==> src/common/ais_pkg.sv <==
// Purpose : shared constants and types for the analog input scaling block
// Assumes : object dictionary indices are 16 bits, subindices 8 bits
// Notes   : widths of the scaling arithmetic are fixed here for all files
package ais_pkg;

  ////////////////////////////////////////////////////////////////////////////
  // object dictionary map
  localparam logic [15:0] IDX_SCALED     = 16'h3320;
  localparam logic [15:0] IDX_OFFSET     = 16'h3321;
  localparam logic [15:0] IDX_NUMERATOR  = 16'h3322;
  localparam logic [15:0] IDX_DENOMIN    = 16'h3323;
  localparam logic [7:0]  SUB_COUNT      = 8'h00;
  localparam logic [7:0]  SUB_FIRST      = 8'h01;

  ////////////////////////////////////////////////////////////////////////////
  // reset values
  localparam logic [15:0] OFFSET_RST     = 16'h0000;
  localparam logic [15:0] NUMERATOR_RST  = 16'h0001;
  localparam logic [15:0] DENOMIN_RST    = 16'h0001;
  localparam logic [31:0] SCALED_RST     = 32'h0000_0000;
  localparam int          NUM_INPUTS_DEF = 1;
  localparam int          MAX_INPUTS     = 2;

  ////////////////////////////////////////////////////////////////////////////
  // converter and arithmetic widths
  localparam int          ADC_W          = 10;
  localparam int          COEF_W         = 16;
  localparam int          SUM_W          = 17;
  localparam int          PROD_W         = 33;
  localparam int          RESULT_W       = 32;
  localparam logic [9:0]  ADC_FULL_SCALE = 10'h3FF;
  localparam int          VOLT_FS_MV     = 10000;
  localparam int          CURR_FS_UA     = 20000;

  ////////////////////////////////////////////////////////////////////////////
  // sequencer states
  typedef enum logic [0:0] {
    AIS_ST_LOAD,
    AIS_ST_WAIT
  } ais_state_e;

endpackage : ais_pkg

==> src/common/ais_div_if.sv <==
// Purpose : request and answer of one signed division
// Assumes : start is a one-cycle pulse, done answers it once
// Notes   : operands are sampled on the start cycle only
interface ais_div_if #(
  parameter int DW = 33,
  parameter int VW = 16
);
  logic                 start;
  logic signed [DW-1:0] dividend;
  logic signed [VW-1:0] divisor;
  logic                 done;
  logic signed [DW-1:0] quotient;

  modport req (output start, dividend, divisor, input done, quotient);
  modport rsp (input start, dividend, divisor, output done, quotient);
endinterface : ais_div_if

==> src/logic/ais_divider.sv <==
// Purpose : iterative signed divider, truncating toward zero
// Assumes : divisor is never zero when start is raised
// Notes   : one quotient bit per clock, done DW+1 edges after start
module ais_divider #(
  parameter int DW = 33,
  parameter int VW = 16
) (
  input  wire logic clk_sys_i,
  input  wire logic srst_i,
  ais_div_if.rsp    div
);

  logic [DW-1:0] dvd_r;
  logic [VW-1:0] dvs_r;
  logic [VW:0]   rem_r;
  logic          neg_r;
  logic          busy_r;
  logic [5:0]    cnt_r;
  logic [VW:0]   rem_sh;
  logic          fits;

  ////////////////////////////////////////////////////////////////////////////
  // one restoring step on magnitudes
  always_comb begin
    rem_sh = {rem_r[VW-1:0], dvd_r[DW-1]};
    fits   = (rem_sh >= {1'b0, dvs_r});
  end

  always_ff @(posedge clk_sys_i) begin
    if (srst_i) begin
      dvd_r        <= '0;
      dvs_r        <= '0;
      rem_r        <= '0;
      neg_r        <= 1'b0;
      busy_r       <= 1'b0;
      cnt_r        <= '0;
      div.done     <= 1'b0;
      div.quotient <= '0;
    end else begin
      div.done <= 1'b0;
      if (div.start && !busy_r) begin
        dvd_r  <= div.dividend[DW-1] ? DW'(-div.dividend) : DW'(div.dividend);
        dvs_r  <= div.divisor[VW-1] ? VW'(-div.divisor) : VW'(div.divisor);
        neg_r  <= div.dividend[DW-1] ^ div.divisor[VW-1];
        rem_r  <= '0;
        cnt_r  <= 6'(DW);
        busy_r <= 1'b1;
      end else if (busy_r) begin
        if (cnt_r == 6'h00) begin
          busy_r       <= 1'b0;
          div.done     <= 1'b1;
          // truncation toward zero: sign applied to the magnitude quotient
          div.quotient <= neg_r ? DW'(-$signed(dvd_r)) : $signed(dvd_r);
        end else begin
          rem_r <= fits ? (rem_sh - {1'b0, dvs_r}) : rem_sh;
          dvd_r <= {dvd_r[DW-2:0], fits};
          cnt_r <= cnt_r - 6'h01;
        end
      end
    end
  end

endmodule // ais_divider

==> src/logic/ais_scaler.sv <==
// Purpose : offset, multiply and divide raw converter counts into user units
// Assumes : object dictionary access strobes are single-cycle and synchronous
// Notes   : inputs are processed round robin, one division at a time
//           coefficient writes take effect at the next load of that input
//
// Functional notes
// - scaled value per input, signed 32-bit, read-only, refreshed
// - offset added to raw reading first
// - offset-corrected reading multiplied by numerator
// - product divided by denominator
// - default coefficients report raw counts unchanged
// - current: x counts equals x*20mA/1023
// - subindex zero reads input count, read-only
// - signed 16-bit offset per input, reset zero
// - signed 16-bit numerator per input, writable
// - signed 16-bit divisor per input, reset one
module ais_scaler #(
  parameter int NUM_INPUTS = ais_pkg::NUM_INPUTS_DEF
) (
  input  wire logic                                  clk_sys_i,
  input  wire logic                                  srst_i,
  input  wire logic [NUM_INPUTS*ais_pkg::ADC_W-1:0]  adc_raw_i,
  input  wire logic                                  od_rd_i,
  input  wire logic                                  od_wr_i,
  input  wire logic [15:0]                           od_index_i,
  input  wire logic [7:0]                            od_subidx_i,
  input  wire logic [31:0]                           od_wdata_i,
  output logic      [31:0]                           od_rdata_o,
  output logic                                       od_ack_o,
  output logic                                       od_abort_o,
  output logic                                       refresh_o
);

  localparam int IW = 1;

  logic signed [ais_pkg::COEF_W-1:0]   offset_r   [NUM_INPUTS];
  logic signed [ais_pkg::COEF_W-1:0]   numer_r    [NUM_INPUTS];
  logic signed [ais_pkg::COEF_W-1:0]   denom_r    [NUM_INPUTS];
  logic signed [ais_pkg::RESULT_W-1:0] scaled_r   [NUM_INPUTS];
  logic [IW-1:0]                       idx_r;
  ais_pkg::ais_state_e                 state_r;
  logic [ais_pkg::ADC_W-1:0]           raw_sel;
  logic signed [ais_pkg::SUM_W-1:0]    sum_c;
  logic signed [ais_pkg::PROD_W-1:0]   prod_c;
  logic                                sub_ok;
  logic [IW-1:0]                       sub_ix;
  logic [31:0]                         rd_val;
  logic                                rd_hit;
  logic                                wr_hit;
  logic                                load_go;
  logic                                store_go;

  ais_div_if #(.DW(ais_pkg::PROD_W), .VW(ais_pkg::COEF_W)) div_bus ();

  ////////////////////////////////////////////////////////////////////////////
  // helpers
  function automatic logic [31:0] sext16(input logic [15:0] v);
    return {{16{v[15]}}, v};
  endfunction

  function automatic logic [IW-1:0] next_idx(input logic [IW-1:0] i);
    return (32'(i) + 1 >= NUM_INPUTS) ? '0 : IW'(32'(i) + 1);
  endfunction

  ////////////////////////////////////////////////////////////////////////////
  // offset and multiply for the input in turn
  always_comb begin
    raw_sel = adc_raw_i[32'(idx_r)*ais_pkg::ADC_W +: ais_pkg::ADC_W];
    // full scale 1023 counts stands for 10 V or 20 mA; the
    // datapath keeps counts, units come from the coefficients
    if (raw_sel > ais_pkg::ADC_FULL_SCALE) begin
      raw_sel = ais_pkg::ADC_FULL_SCALE;
    end
    sum_c  = $signed({{(ais_pkg::SUM_W-ais_pkg::ADC_W){1'b0}}, raw_sel})
           + $signed({offset_r[idx_r][15], offset_r[idx_r]});
    // 17x16 bits product held at 33 bits, nothing dropped
    prod_c = $signed({{(ais_pkg::PROD_W-ais_pkg::SUM_W){sum_c[ais_pkg::SUM_W-1]}}, sum_c})
           * $signed({{(ais_pkg::PROD_W-ais_pkg::COEF_W){numer_r[idx_r][15]}}, numer_r[idx_r]});
  end

  ////////////////////////////////////////////////////////////////////////////
  // sequencer decode, shared by the blocks below
  always_comb begin
    // a zero divisor never reaches the divider
    load_go  = (state_r == ais_pkg::AIS_ST_LOAD) && (denom_r[idx_r] != '0);
    store_go = (state_r == ais_pkg::AIS_ST_WAIT) && div_bus.done;
  end

  ////////////////////////////////////////////////////////////////////////////
  // sequencer: load a division, wait for it, move to the next input
  always_ff @(posedge clk_sys_i) begin
    if (srst_i) begin
      state_r <= ais_pkg::AIS_ST_LOAD;
      idx_r   <= '0;
    end else begin
      unique case (state_r)
        ais_pkg::AIS_ST_LOAD: begin
          if (load_go) begin
            state_r <= ais_pkg::AIS_ST_WAIT;
          end else begin
            // zero divisor: previous result kept, move on
            idx_r <= next_idx(idx_r);
          end
        end
        ais_pkg::AIS_ST_WAIT: begin
          if (store_go) begin
            idx_r   <= next_idx(idx_r);
            state_r <= ais_pkg::AIS_ST_LOAD;
          end
        end
      endcase
    end
  end

  ////////////////////////////////////////////////////////////////////////////
  // division request: operands captured on the load cycle
  always_ff @(posedge clk_sys_i) begin
    if (srst_i) begin
      div_bus.start    <= 1'b0;
      div_bus.dividend <= '0;
      div_bus.divisor  <= '0;
    end else begin
      div_bus.start <= load_go;
      if (load_go) begin
        div_bus.dividend <= prod_c;
        div_bus.divisor  <= denom_r[idx_r];
      end
    end
  end

  ////////////////////////////////////////////////////////////////////////////
  // result store and refresh pulse
  always_ff @(posedge clk_sys_i) begin
    if (srst_i) begin
      refresh_o <= 1'b0;
      for (int i = 0; i < NUM_INPUTS; i++) begin
        scaled_r[i] <= ais_pkg::SCALED_RST;
      end
    end else begin
      refresh_o <= store_go;
      if (store_go) begin
        scaled_r[idx_r] <= div_bus.quotient[ais_pkg::RESULT_W-1:0];
      end
    end
  end

  ais_divider #(
    .DW (ais_pkg::PROD_W),
    .VW (ais_pkg::COEF_W)
  ) u_div (
    .clk_sys_i (clk_sys_i),
    .srst_i    (srst_i),
    .div       (div_bus)
  );

  ////////////////////////////////////////////////////////////////////////////
  // object dictionary decode
  always_comb begin
    sub_ok = (od_subidx_i >= ais_pkg::SUB_FIRST)
          && (32'(od_subidx_i) <= NUM_INPUTS);
    sub_ix = IW'(od_subidx_i - ais_pkg::SUB_FIRST);
    rd_hit = 1'b1;
    rd_val = '0;
    if (od_subidx_i == ais_pkg::SUB_COUNT) begin
      rd_hit = (od_index_i >= ais_pkg::IDX_SCALED) && (od_index_i <= ais_pkg::IDX_DENOMIN);
      rd_val = 32'(NUM_INPUTS);
    end else if (!sub_ok) begin
      rd_hit = 1'b0;
    end else begin
      unique case (od_index_i)
        ais_pkg::IDX_SCALED:    rd_val = scaled_r[sub_ix];
        ais_pkg::IDX_OFFSET:    rd_val = sext16(offset_r[sub_ix]);
        ais_pkg::IDX_NUMERATOR: rd_val = sext16(numer_r[sub_ix]);
        ais_pkg::IDX_DENOMIN:   rd_val = sext16(denom_r[sub_ix]);
        default:                rd_hit = 1'b0;
      endcase
    end
    // scaled entry and counts are read-only, writes there are refused
    wr_hit = sub_ok && (od_index_i >= ais_pkg::IDX_OFFSET)
          && (od_index_i <= ais_pkg::IDX_DENOMIN);
  end

  ////////////////////////////////////////////////////////////////////////////
  // coefficient registers
  always_ff @(posedge clk_sys_i) begin
    if (srst_i) begin
      for (int i = 0; i < NUM_INPUTS; i++) begin
        offset_r[i] <= ais_pkg::OFFSET_RST;
        numer_r[i]  <= ais_pkg::NUMERATOR_RST;
        denom_r[i]  <= ais_pkg::DENOMIN_RST;
      end
    end else if (od_wr_i && wr_hit) begin
      unique case (od_index_i)
        ais_pkg::IDX_OFFSET:    offset_r[sub_ix] <= od_wdata_i[15:0];
        ais_pkg::IDX_NUMERATOR: numer_r[sub_ix]  <= od_wdata_i[15:0];
        default:                denom_r[sub_ix]  <= od_wdata_i[15:0];
      endcase
    end
  end

  ////////////////////////////////////////////////////////////////////////////
  // access answer, one cycle after the strobe
  always_ff @(posedge clk_sys_i) begin
    if (srst_i) begin
      od_rdata_o <= '0;
      od_ack_o   <= 1'b0;
      od_abort_o <= 1'b0;
    end else begin
      od_ack_o   <= 1'b0;
      od_abort_o <= 1'b0;
      if (od_wr_i) begin
        od_ack_o   <= wr_hit;
        od_abort_o <= !wr_hit;
      end else if (od_rd_i) begin
        od_ack_o   <= rd_hit;
        od_abort_o <= !rd_hit;
        od_rdata_o <= rd_hit ? rd_val : '0;
      end
    end
  end

endmodule // ais_scaler

==> config.mk <==
export PLATFORM = sky130hd
export DESIGN_NAME = ais_scaler
export DESIGN_NICKNAME = d
export VERILOG_FILES = /design/src/common/ais_pkg.sv /design/src/common/ais_div_if.sv /design/src/logic/ais_divider.sv /design/src/logic/ais_scaler.sv
export SDC_FILE = /design/constraint.sdc
export NUM_CORES = 1
export LEC_CHECK = 0
export BUFFER_PORTS_ARGS = -buffer_cell sky130_fd_sc_hd__buf_2
export CORE_ASPECT_RATIO = 0.7
export CORE_MARGIN = 3
export CORE_UTILIZATION = 55
export DETAILED_ROUTE_END_ITERATION = 6
export PLACE_DENSITY = 0.75
export REMOVE_ABC_BUFFERS = 1
export SLEW_MARGIN = 10
export SYNTH_ARGS = -nofsm -noshare
export SYNTH_HDL_FRONTEND = slang
export SYNTH_SLANG_ARGS = --single-unit
==> constraint.sdc <==
create_clock -name clk_sys_i -period 8.7 [get_ports clk_sys_i]
set_clock_uncertainty 0.2 [all_clocks]
set_input_delay 0.435 -clock clk_sys_i [delete_from_list [all_inputs] [get_ports clk_sys_i]]
set_output_delay 0.435 -clock clk_sys_i [all_outputs]
set_load 0.01 [all_outputs]
-- After elaboration in Yosys (flattened, before gate mapping)
Memory sizes are Yosys's and may differ from the RTL's.
Cells that the tools add are included.
- register bits after elaboration: 193
- bits in writable memories: 80
- bits of input ports: 70
- memories: 4
- memories (name ; depth ; width ; rd ports ; clocked after memory_dff ; write ports ; RTL line ; text):
    scaled_r ; 1 ; 32 ; 1 ; 0 ; 1 ; ais_scaler.sv:39 ; logic signed [ais_pkg::RESULT_W-1:0] scaled_r [NUM_INPUTS];
    denom_r ; 1 ; 16 ; 2 ; 0 ; 1 ; ais_scaler.sv:38 ; logic signed [ais_pkg::COEF_W-1:0] denom_r [NUM_INPUTS];
    numer_r ; 1 ; 16 ; 2 ; 0 ; 1 ; ais_scaler.sv:37 ; logic signed [ais_pkg::COEF_W-1:0] numer_r [NUM_INPUTS];
    offset_r ; 1 ; 16 ; 2 ; 0 ; 1 ; ais_scaler.sv:36 ; logic signed [ais_pkg::COEF_W-1:0] offset_r [NUM_INPUTS];
- add/sub/neg operators: 7
- multiply operators: 2
- order comparisons: 8
- equal/unequal tests: 7
- shift-type cells: 1
- muxes and demuxes: 58
- bitwise operators: 6
- reduce and logical (&&, ||, !) cells: 28
- operator list (kind ; count):
    two-way mux 32 bit ; 5
    two-way mux 33 bit ; 4
    case mux 32 bit (4 select lines) ; 1
    two-way mux 16 bit ; 5
    equality test 16 x 14 -> 1 bit (second input constant) ; 4
    OR reduction 16 bit ; 3
    two-way mux 1 bit ; 37
    multiplier 17 x 16 -> 33 bit ; 1
    negation 33 bit ; 1
    >= comparator 16 x 14 -> 1 bit (second input constant) ; 2
    >= comparator 32 x 1 -> 1 bit (second input constant) ; 1
    negation 32 bit ; 1
    OR reduction 32 bit ; 1
    two-way mux 6 bit ; 3
    adder 11 x 16 -> 17 bit ; 1
    >= comparator 17 x 16 -> 1 bit ; 1
    less-or-equal comparator 16 x 14 -> 1 bit (second input constant) ; 1
    negation 16 bit ; 1
    nonzero test 16 bit ; 1
    subtractor 16 bit ; 1
    > comparator 10 bit (second input constant) ; 1
    two-way mux 10 bit ; 1
    variable part select 10 x 6 -> 10 bit ; 1
    >= comparator 8 x 1 -> 1 bit (second input constant) ; 1
    other kinds (19) ; 38

-- Logic depth before layout (Yosys ltp)
Gate-level depths: netlist (run 1).
- word-level depth: 10
- depth in mapped cells: 34
- mapped depth without buffers: 32

-- Cells and area by module
Synthesis (run 1) repeated with hierarchy kept, for this count alone.
- cells, all modules: 2762
- area, all modules: 24947.7 µm²
- modules (own cells, without submodules) (module ; instances ; cells an instance ; area an instance (µm²) ; sequential area each (µm²)):
    ais_scaler ; 1 ; 1941 ; 18363.9 ; 4124.0
    ais_divider ; 1 ; 821 ; 6583.8 ; 2142.1

-- Worst setup path before layout (run 1)
Ideal clock, no wire load.
- kind: input to register
- start point: input port adc_raw_i[0] (netlist name)
- end point: register div_bus.dividend[29]
- library setup time: 0.060 ns
- arrival: 8.419 ns
- data required time: 8.440 ns
- setup slack: 0.021 ns
- stages: 30
- buffers on the path: 2
- cell sequence: clkbuf_1 -> ha_1 -> inv_1 -> fa_1 -> nor2b_1 -> o21ai_0 -> a21boi_0 -> o21ai_0 -> a21boi_0 -> o31ai_1 -> a21oi_1 -> buf_2 -> mux2_2 -> fa_1 -> inv_1 -> fa_1 -> fa_1 -> fa_1 -> fa_1 -> inv_1 -> fa_1 -> inv_1 -> ha_1 -> and4_1 -> nand3_1 -> or3_1 -> a311oi_1 -> o21ai_0 -> a2111oi_0 -> a311o_1
- longest elaborated chain between the ends: 5
- RTL lines (element ; RTL line ; text):
    from (decl) ; ais_scaler.sv:22 ; input wire logic [NUM_INPUTS*ais_pkg::ADC_W-1:0] adc_raw_i,
    variable part select 10 x 6 -> 10 bit (*) ; ais_scaler.sv:68 ; raw_sel = adc_raw_i[32'(idx_r)*ais_pkg::ADC_W +: ais_pkg::ADC_W];
    > comparator 10 bit ; ais_scaler.sv:71 ; if (raw_sel > ais_pkg::ADC_FULL_SCALE) begin
    two-way mux 10 bit (*) ; ais_scaler.sv:71 ;
    adder 11 x 16 -> 17 bit (*) ; ais_scaler.sv:75 ; + $signed({offset_r[idx_r][15], offset_r[idx_r]});
    multiplier 17 x 16 -> 33 bit (*) ; ais_scaler.sv:78 ; * $signed({{(ais_pkg::PROD_W-ais_pkg::COEF_W){numer_r[idx_r][15]}}, numer_r[idx_r]});
    to (signal assigned) ; ais_scaler.sv:125 ; div_bus.dividend <= prod_c;
    to (decl) ; ais_div_if.sv:9 ; logic signed [DW-1:0] dividend;
Mark *: on every way between the ends. The rest lies on a longest branch, timed or not.
A chain may end at the register's enable or synchronous reset.

==> results of run 1 <==
[registers in the layout, indices dropped and copies added (netlist names), 6 cells and up]
name	count
u_div.div.quotient	32
div_bus.dividend	33
od_rdata_o	32
offset_r	16
numer_r	16
u_div.cnt_r	6
u_div.rem_r	16
denom_r	16
u_div.dvs_r	16
u_div.dvd_r	33
div_bus.divisor	16
scaled_r	32
[worst max path at each step]
stage / endpoint / slack (ns) / cells past startpoint
floorplan: div_bus.dividend[29] / -0.28 / 28
global placement: div_bus.dividend[31] / -0.06 / 33
detailed placement: div_bus.dividend[29] / -0.37 / 32
CTS: div_bus.dividend[31] / 0.03 / 32
global route: div_bus.dividend[31] / -0.05 / 31
finish: div_bus.dividend[31] / 0.23 / 31
[kinds of logic (layout without fill, tap and decap cells)]
group,Yosys count,count (layout),synth area share (%)
adder cells (fa/ha/maj),394,394,28.4
XOR/XNOR,119,119,4.22
AND/OR/NAND/NOR,955,955,18.8
multiplexers,71,71,3.74
flip-flops,272,272,25.3
buffers and inverters,538,609,8.21
AO/OA/AOI/OAI,428,428,11.3
[Yosys cell counts, types with 3 or more instances]
cell type / instances
inv_1: 374
nand2_1: 336
fa_1: 278
dfxtp_1: 192
and2_1: 191
nor2_1: 188
clkbuf_1: 150
a21oi_1: 139
ha_1: 115
edfxtp_1: 80
o21ai_0: 65
xnor2_1: 62
xor2_1: 57
a211oi_1: 56
nand2b_1: 49
mux2i_1: 36
nand3_1: 30
nor3_1: 30
nor2b_1: 27
o31ai_1: 26
a311oi_1: 24
mux2_2: 20
or3_1: 20
nand4_1: 19
nor4_1: 19
a22oi_1: 16
mux4_2: 15
a21o_1: 14
and3_1: 14
o41ai_1: 12
a31oi_1: 11
o22ai_1: 11
buf_1: 9
or4_1: 9
o211ai_1: 8
o21a_1: 8
o21bai_1: 7
a21boi_0: 5
nor3b_1: 5
buf_2: 4
nor4b_1: 4
a2111oi_0: 3
o2111ai_1: 3
o31a_1: 3
or3b_2: 3
[repair_timing]
| item | 4_1_cts | 5_1_grt |
|---|---|---|
| gates cloned | 0 | 3 |
| setup buffers | 0 | 16 |
| pin swaps | 1 | 66 |
| hold buffers | 3 | 0 |
| endpoints found under the setup margin | 6 | 15 |
| gates resized for setup | 8 | 72 |
| hold endpoints to repair | 5 | 0 |
[per-stage QoR]
step | utilization [%] | hold slack (ns)
after floorplan | - | 0.221
after global placement | 59.0 | 0.243
after detailed placement | 59.0 | 0.243
after CTS | 61.2 | 0.0114
after global routing | 62.3 | 0.0250
final | 62.3 | 0.0237
[layout make-up]
type,count,share of cell area (%)
clock buffer,39,2.93
clock inverter,9,0.315
inverter,374,5.13
multi-input combinational,1967,61.2
sequential,272,22.8
tap,594,2.71
timing repair buffer,187,4.95
[worst max-delay path, delay by kind of cell, from the launching register on]
family          cells  cell delay (ns)
simple gates        5             1.01
fa+ha+maj           9             4.12
flops               1             0.38
buf+inv             7             0.61
compound gates     10             2.02
[metal layers]
layer,routed length (um),vias to the layer above,global-route usage [%],share of wire [%]
met5,14,-,0,0.022
met4,1190,2,4.86,1.9
met3,5990,114,4.39,9.5
met2,28400,914,42.9,45
met1,27700,9882,38.4,44
li1,-,9170,-,-
==> flow_summary.toml, run 1 <==
[sta]
slew_headroom_pct = 22.8
finalCritPeriodShare_pct = 97.4
final-hold-violation-count = 0
final-max-slew-violation-count = 0
achievable-frequency_ghz = 0.118
finalSetupTns_ns = 0
setup_viol_count_final = 0
setup_slack_ns = 0.230
worst-slew-pin-transition_ns = 1.15
final_period_minus_worst_setup_slack_ns = 8.47

[worst_setup_path]
slowest_delay_ns = 0.62
worst_ep_required_time_ns = 8.95
r2r_slack_ns = 0.23
most_numerous_cell_on_the_critical_path = "fa_1"
worstSetupPathType = "flip-flop to flip-flop"
cpMaxStageDelayCell = "fa_2"
worstReg2RegEnd = "div_bus.dividend[31]"
timing.critical_path.fanout_max = 5
worstReg2RegStart = "offset_r[0][0]"
crit_path_start_kind = "flip-flop"
reg2regPathDepth = 31
worstSetupEndpointType = "flip-flop"
setup.worst_path.start = "offset_r[0][0]"
worst_ep_arrival_time_ns = 8.72

[logic_synthesis]
post_synthesis_average_cell_area_um2 = 8.89
seq_area_frac_synth_pct = 25.3
synth-main-ff-cell = "dfxtp_1"
ys_seq_elements = 272
cell_area_after_synthesis_mm2 = 0.0247
library_cell_occupying_the_most_area_in_the_post_synthesis_netlist = "fa_1"
synth_top_cells_by_area = "fa_1 (23%), dfxtp_1 (16%), edfxtp_1 (9.7%)"
synth_warn = 0
synth_async_sr_flop_share_pct = 0
synthesis.instances = 2777
synth_edf_count = 80
synth_top_area_share_pct = 22.6
synthDistinctLibCells = 65

[floorplan]
die_width_um = 259
ioPinCount = 105
fp.coreArea_mm2 = 0.0440
die-area_mm2 = 0.0475
start_util_pct = 56.1
row_count = 64
die_h_um = 183

[hold_path]
min_to = "od_abort_o"
path_type_of_the_worst_min_delay_path = "input port to flip-flop"
hp-start = "od_rd_i"
whs_path_cells = 3

[layout]
drive_gt1_share_pct = 11.8
count_of_filler_cells_inserted_in_the_layout = 3525
area_of_combinational_cells_with_multiple_inputs_mm2 = 0.0168
finalNonFillerCells = 3442
diodes = 0
layout.cell_area.non_filler_mm2 = 0.0274
final_cell_mix = "inv_1 (372), nand2_1 (333), fa_1 (271)"
area_delta_synth_final_pct = 11.1
layout_commonest_cell = "inv_1"
register_area_mm2 = 0.00625
fin_nets = 3291

[route]
route.final.wire_length_um = 63300
initialDrtViolationCount = 1815
route.antenna.remaining_nets = 0
average_wire_length_per_cell_after_detail_routing_um = 18.4
dr_total_vias = 20082
drc = 0
dr.pass1.iters = 6
number_of_vias_per_cell_after_detailed_routing = 5.83

[placed_design]
place_congestion = 0.922
detailed_place.area_mm2 = 0.0260
dp.cells = 3372
buffer_ports.inserted = 88
worst_slack_at_placement_ns = -0.374
dp.final_hpwl_um = 47900

[flow_run]
max_cap_viol_count = 0

[clock_tree]
cts-root-buf = "clkbuf_16"
cts_max_level = 1
cts-root-to-sink-buffers = 3
clkSinkCount = 272
clock_tree_from_tritoncts = "built"
clk_pin_slew_worst_paths_ns = 0.06
tritoncts_buffer_count = 26
clkLatencyLatePin_ns = 0.55

[global_routing]
grt_pass1_vias = 20301
grt_overflow = 0
grt_antenna_before_repair = 2
wire_length_of_the_first_global_routing_pass_um = 103000
global_route.usage.total_pct = 26.6
grt_max_degree = 87

[status]
outcome = "complete, no violations"
Power of run 1 is left out: the tool's default activity adds up to more than one toggle a clock period on the data nets, which glitch-free logic cannot reach.
==> run 2: changes to the inputs <==
--- a/config.mk
+++ b/config.mk
@@ -9,6 +9,7 @@
 export CORE_ASPECT_RATIO = 0.7
 export CORE_MARGIN = 3
 export CORE_UTILIZATION = 55
+export CTS_CLUSTER_SIZE = 10
 export DETAILED_ROUTE_END_ITERATION = 6
 export PLACE_DENSITY = 0.75
 export REMOVE_ABC_BUFFERS = 1
==> constraint.sdc (replaced) <==
create_clock -name clk_sys_i -period 8.7 [get_ports clk_sys_i]
set_clock_uncertainty 0.2 [all_clocks]
set_input_delay 0.87 -clock clk_sys_i [delete_from_list [all_inputs] [get_ports clk_sys_i]]
set_output_delay 0.87 -clock clk_sys_i [all_outputs]
set_load 0.01 [all_outputs]
==> run 2 against run 1 <==
Effect of this change: sequential cell count unchanged; global-route usage increased by 1.4 points; via count increased by 0.84%; critical path type is now input port to flip-flop; highest routed layer is now met4.
==> flow_summary.toml, run 2 (same netlist as run 1, synthesis figures left out) <==
[route]
dr_total_vias = 20251
dr.pass1.iters = 6
average_wire_length_per_cell_after_detail_routing_um = 18.7
route.antenna.remaining_nets = 0
initialDrtViolationCount = 1842
route.final.wire_length_um = 65600
drc = 0
number_of_vias_per_cell_after_detailed_routing = 5.79

[layout]
count_of_filler_cells_inserted_in_the_layout = 3526
reg.largest.list = "div_bus.dividend (33), u_div.dvd_r (33)"
layout_commonest_cell = "inv_1"
final_cell_mix = "inv_1 (371), nand2_1 (335), fa_1 (273)"
drive_gt1_share_pct = 12.6
layout.cell_area.non_filler_mm2 = 0.0277
finalNonFillerCells = 3498
area_delta_synth_final_pct = 12.2
fin_nets = 3348

[global_routing]
wire_length_of_the_first_global_routing_pass_um = 108000
grt_pass1_vias = 20793
grt_overflow = 0
grt_antenna_before_repair = 1
global_route.usage.total_pct = 28.0
grt_max_degree = 80

[worst_setup_path]
crit_path_start_kind = "input port"
worstSetupPathType = "input port to flip-flop"
worst_ep_required_time_ns = 8.97
worstReg2RegStart = "offset_r[0][1]"
most_numerous_cell_on_the_critical_path = "fa_1"
cpMaxStageDelayCell = "or4b_2"
timing.critical_path.fanout_max = 6
worst_ep_arrival_time_ns = 8.81
worstSetupEndpointType = "flip-flop"
slowest_delay_ns = 0.63
setup.worst_path.start = "adc_raw_i[1]"

[clock_tree]
cts_max_level = 1
clock_tree_from_tritoncts = "built"
tritoncts_buffer_count = 31
clkSinkCount = 272
clkLatencyLatePin_ns = 0.56
cts-root-to-sink-buffers = 3
cts-root-buf = "clkbuf_16"
clk_pin_slew_worst_paths_ns = 0.06
cts.hold.buffers_added = 0

[flow_run]
max_cap_viol_count = 0

[placed_design]
detailed_place.area_mm2 = 0.0264
worst_slack_at_placement_ns = -0.798
dp.final_hpwl_um = 49900
dp.cells = 3431
place_congestion = 0.936
buffer_ports.inserted = 88

[floorplan]
fp.coreArea_mm2 = 0.0440
die-area_mm2 = 0.0475
die_h_um = 183
start_util_pct = 56.1
die_width_um = 259
row_count = 64
ioPinCount = 105

[status]
outcome = "complete, no violations"

[sta]
setup_slack_ns = 0.167
finalSetupTns_ns = 0
final-max-slew-violation-count = 0
final-hold-violation-count = 0
worst-slew-pin-transition_ns = 1.18
setup_viol_count_final = 0
finalCritPeriodShare_pct = 98.1
achievable-frequency_ghz = 0.117
slew_headroom_pct = 20.6
final_period_minus_worst_setup_slack_ns = 8.53

[hold_path]
hp-start = "u_div.div.quotient[27]"
path_type_of_the_worst_min_delay_path = "flip-flop to flip-flop"
run 2: through the flow:
stage	hold slack (ns)	utilization (%)
4_1_cts	0.262	62.3
3_3_place_gp	0.244	60.1
3_5_place_dp	0.255	60.1
6_report	0.259	63.0
5_1_grt	0.270	63.0
2_1_floorplan	0.221	-
run 2: path summary, 6_finish.rpt:
path / endpoint / slack (ns) / cells after the start
max: div_bus.dividend[31] / 0.17 / 31
min: u_div.div.quotient[27] / 0.26 / 2
max reg2reg: div_bus.dividend[31] / 0.17 / 30
min reg2reg: u_div.div.quotient[27] / 0.26 / 2
run 2: metal layers:
layer / up-vias / share of wire (%) / global-route usage [%]
met4: 0 / 2.1 / 5.85
met1: 9975 / 43 / 39.1
met2: 845 / 45 / 45.2
li1: 9285 / - / -
met5: - / 0 / 0
met3: 146 / 9.8 / 6.03
run 2: critical path, delay by kind of cell:
family / cells / cell delay [ns]
AOI/OAI and AO/OA: 9 / 1.85
adders and majority gates: 8 / 3.74
and+or+nand+nor: 7 / 1.55
buffers and inverters: 7 / 0.79
run 2: cell type report:
type,instances,area [um^2],area share [%]
multi-input combinational,1967,16700,60.2
antenna,2,5.00,0.0181
clock inverter,1,30.0,0.108
inverter,374,1400,5.07
tap,594,743,2.68
clock buffer,49,863,3.12
timing repair buffer,239,1740,6.28
sequential,272,6250,22.6
run 2: timing repair:
item,CTS,global route
pin swaps,2,48
setup endpoints to repair,5,16
cloned,0,1
gates resized for setup,16,39
hold endpoints to repair,0,0
buffers inserted,0,13
Power of run 2 is left out for the same reason.
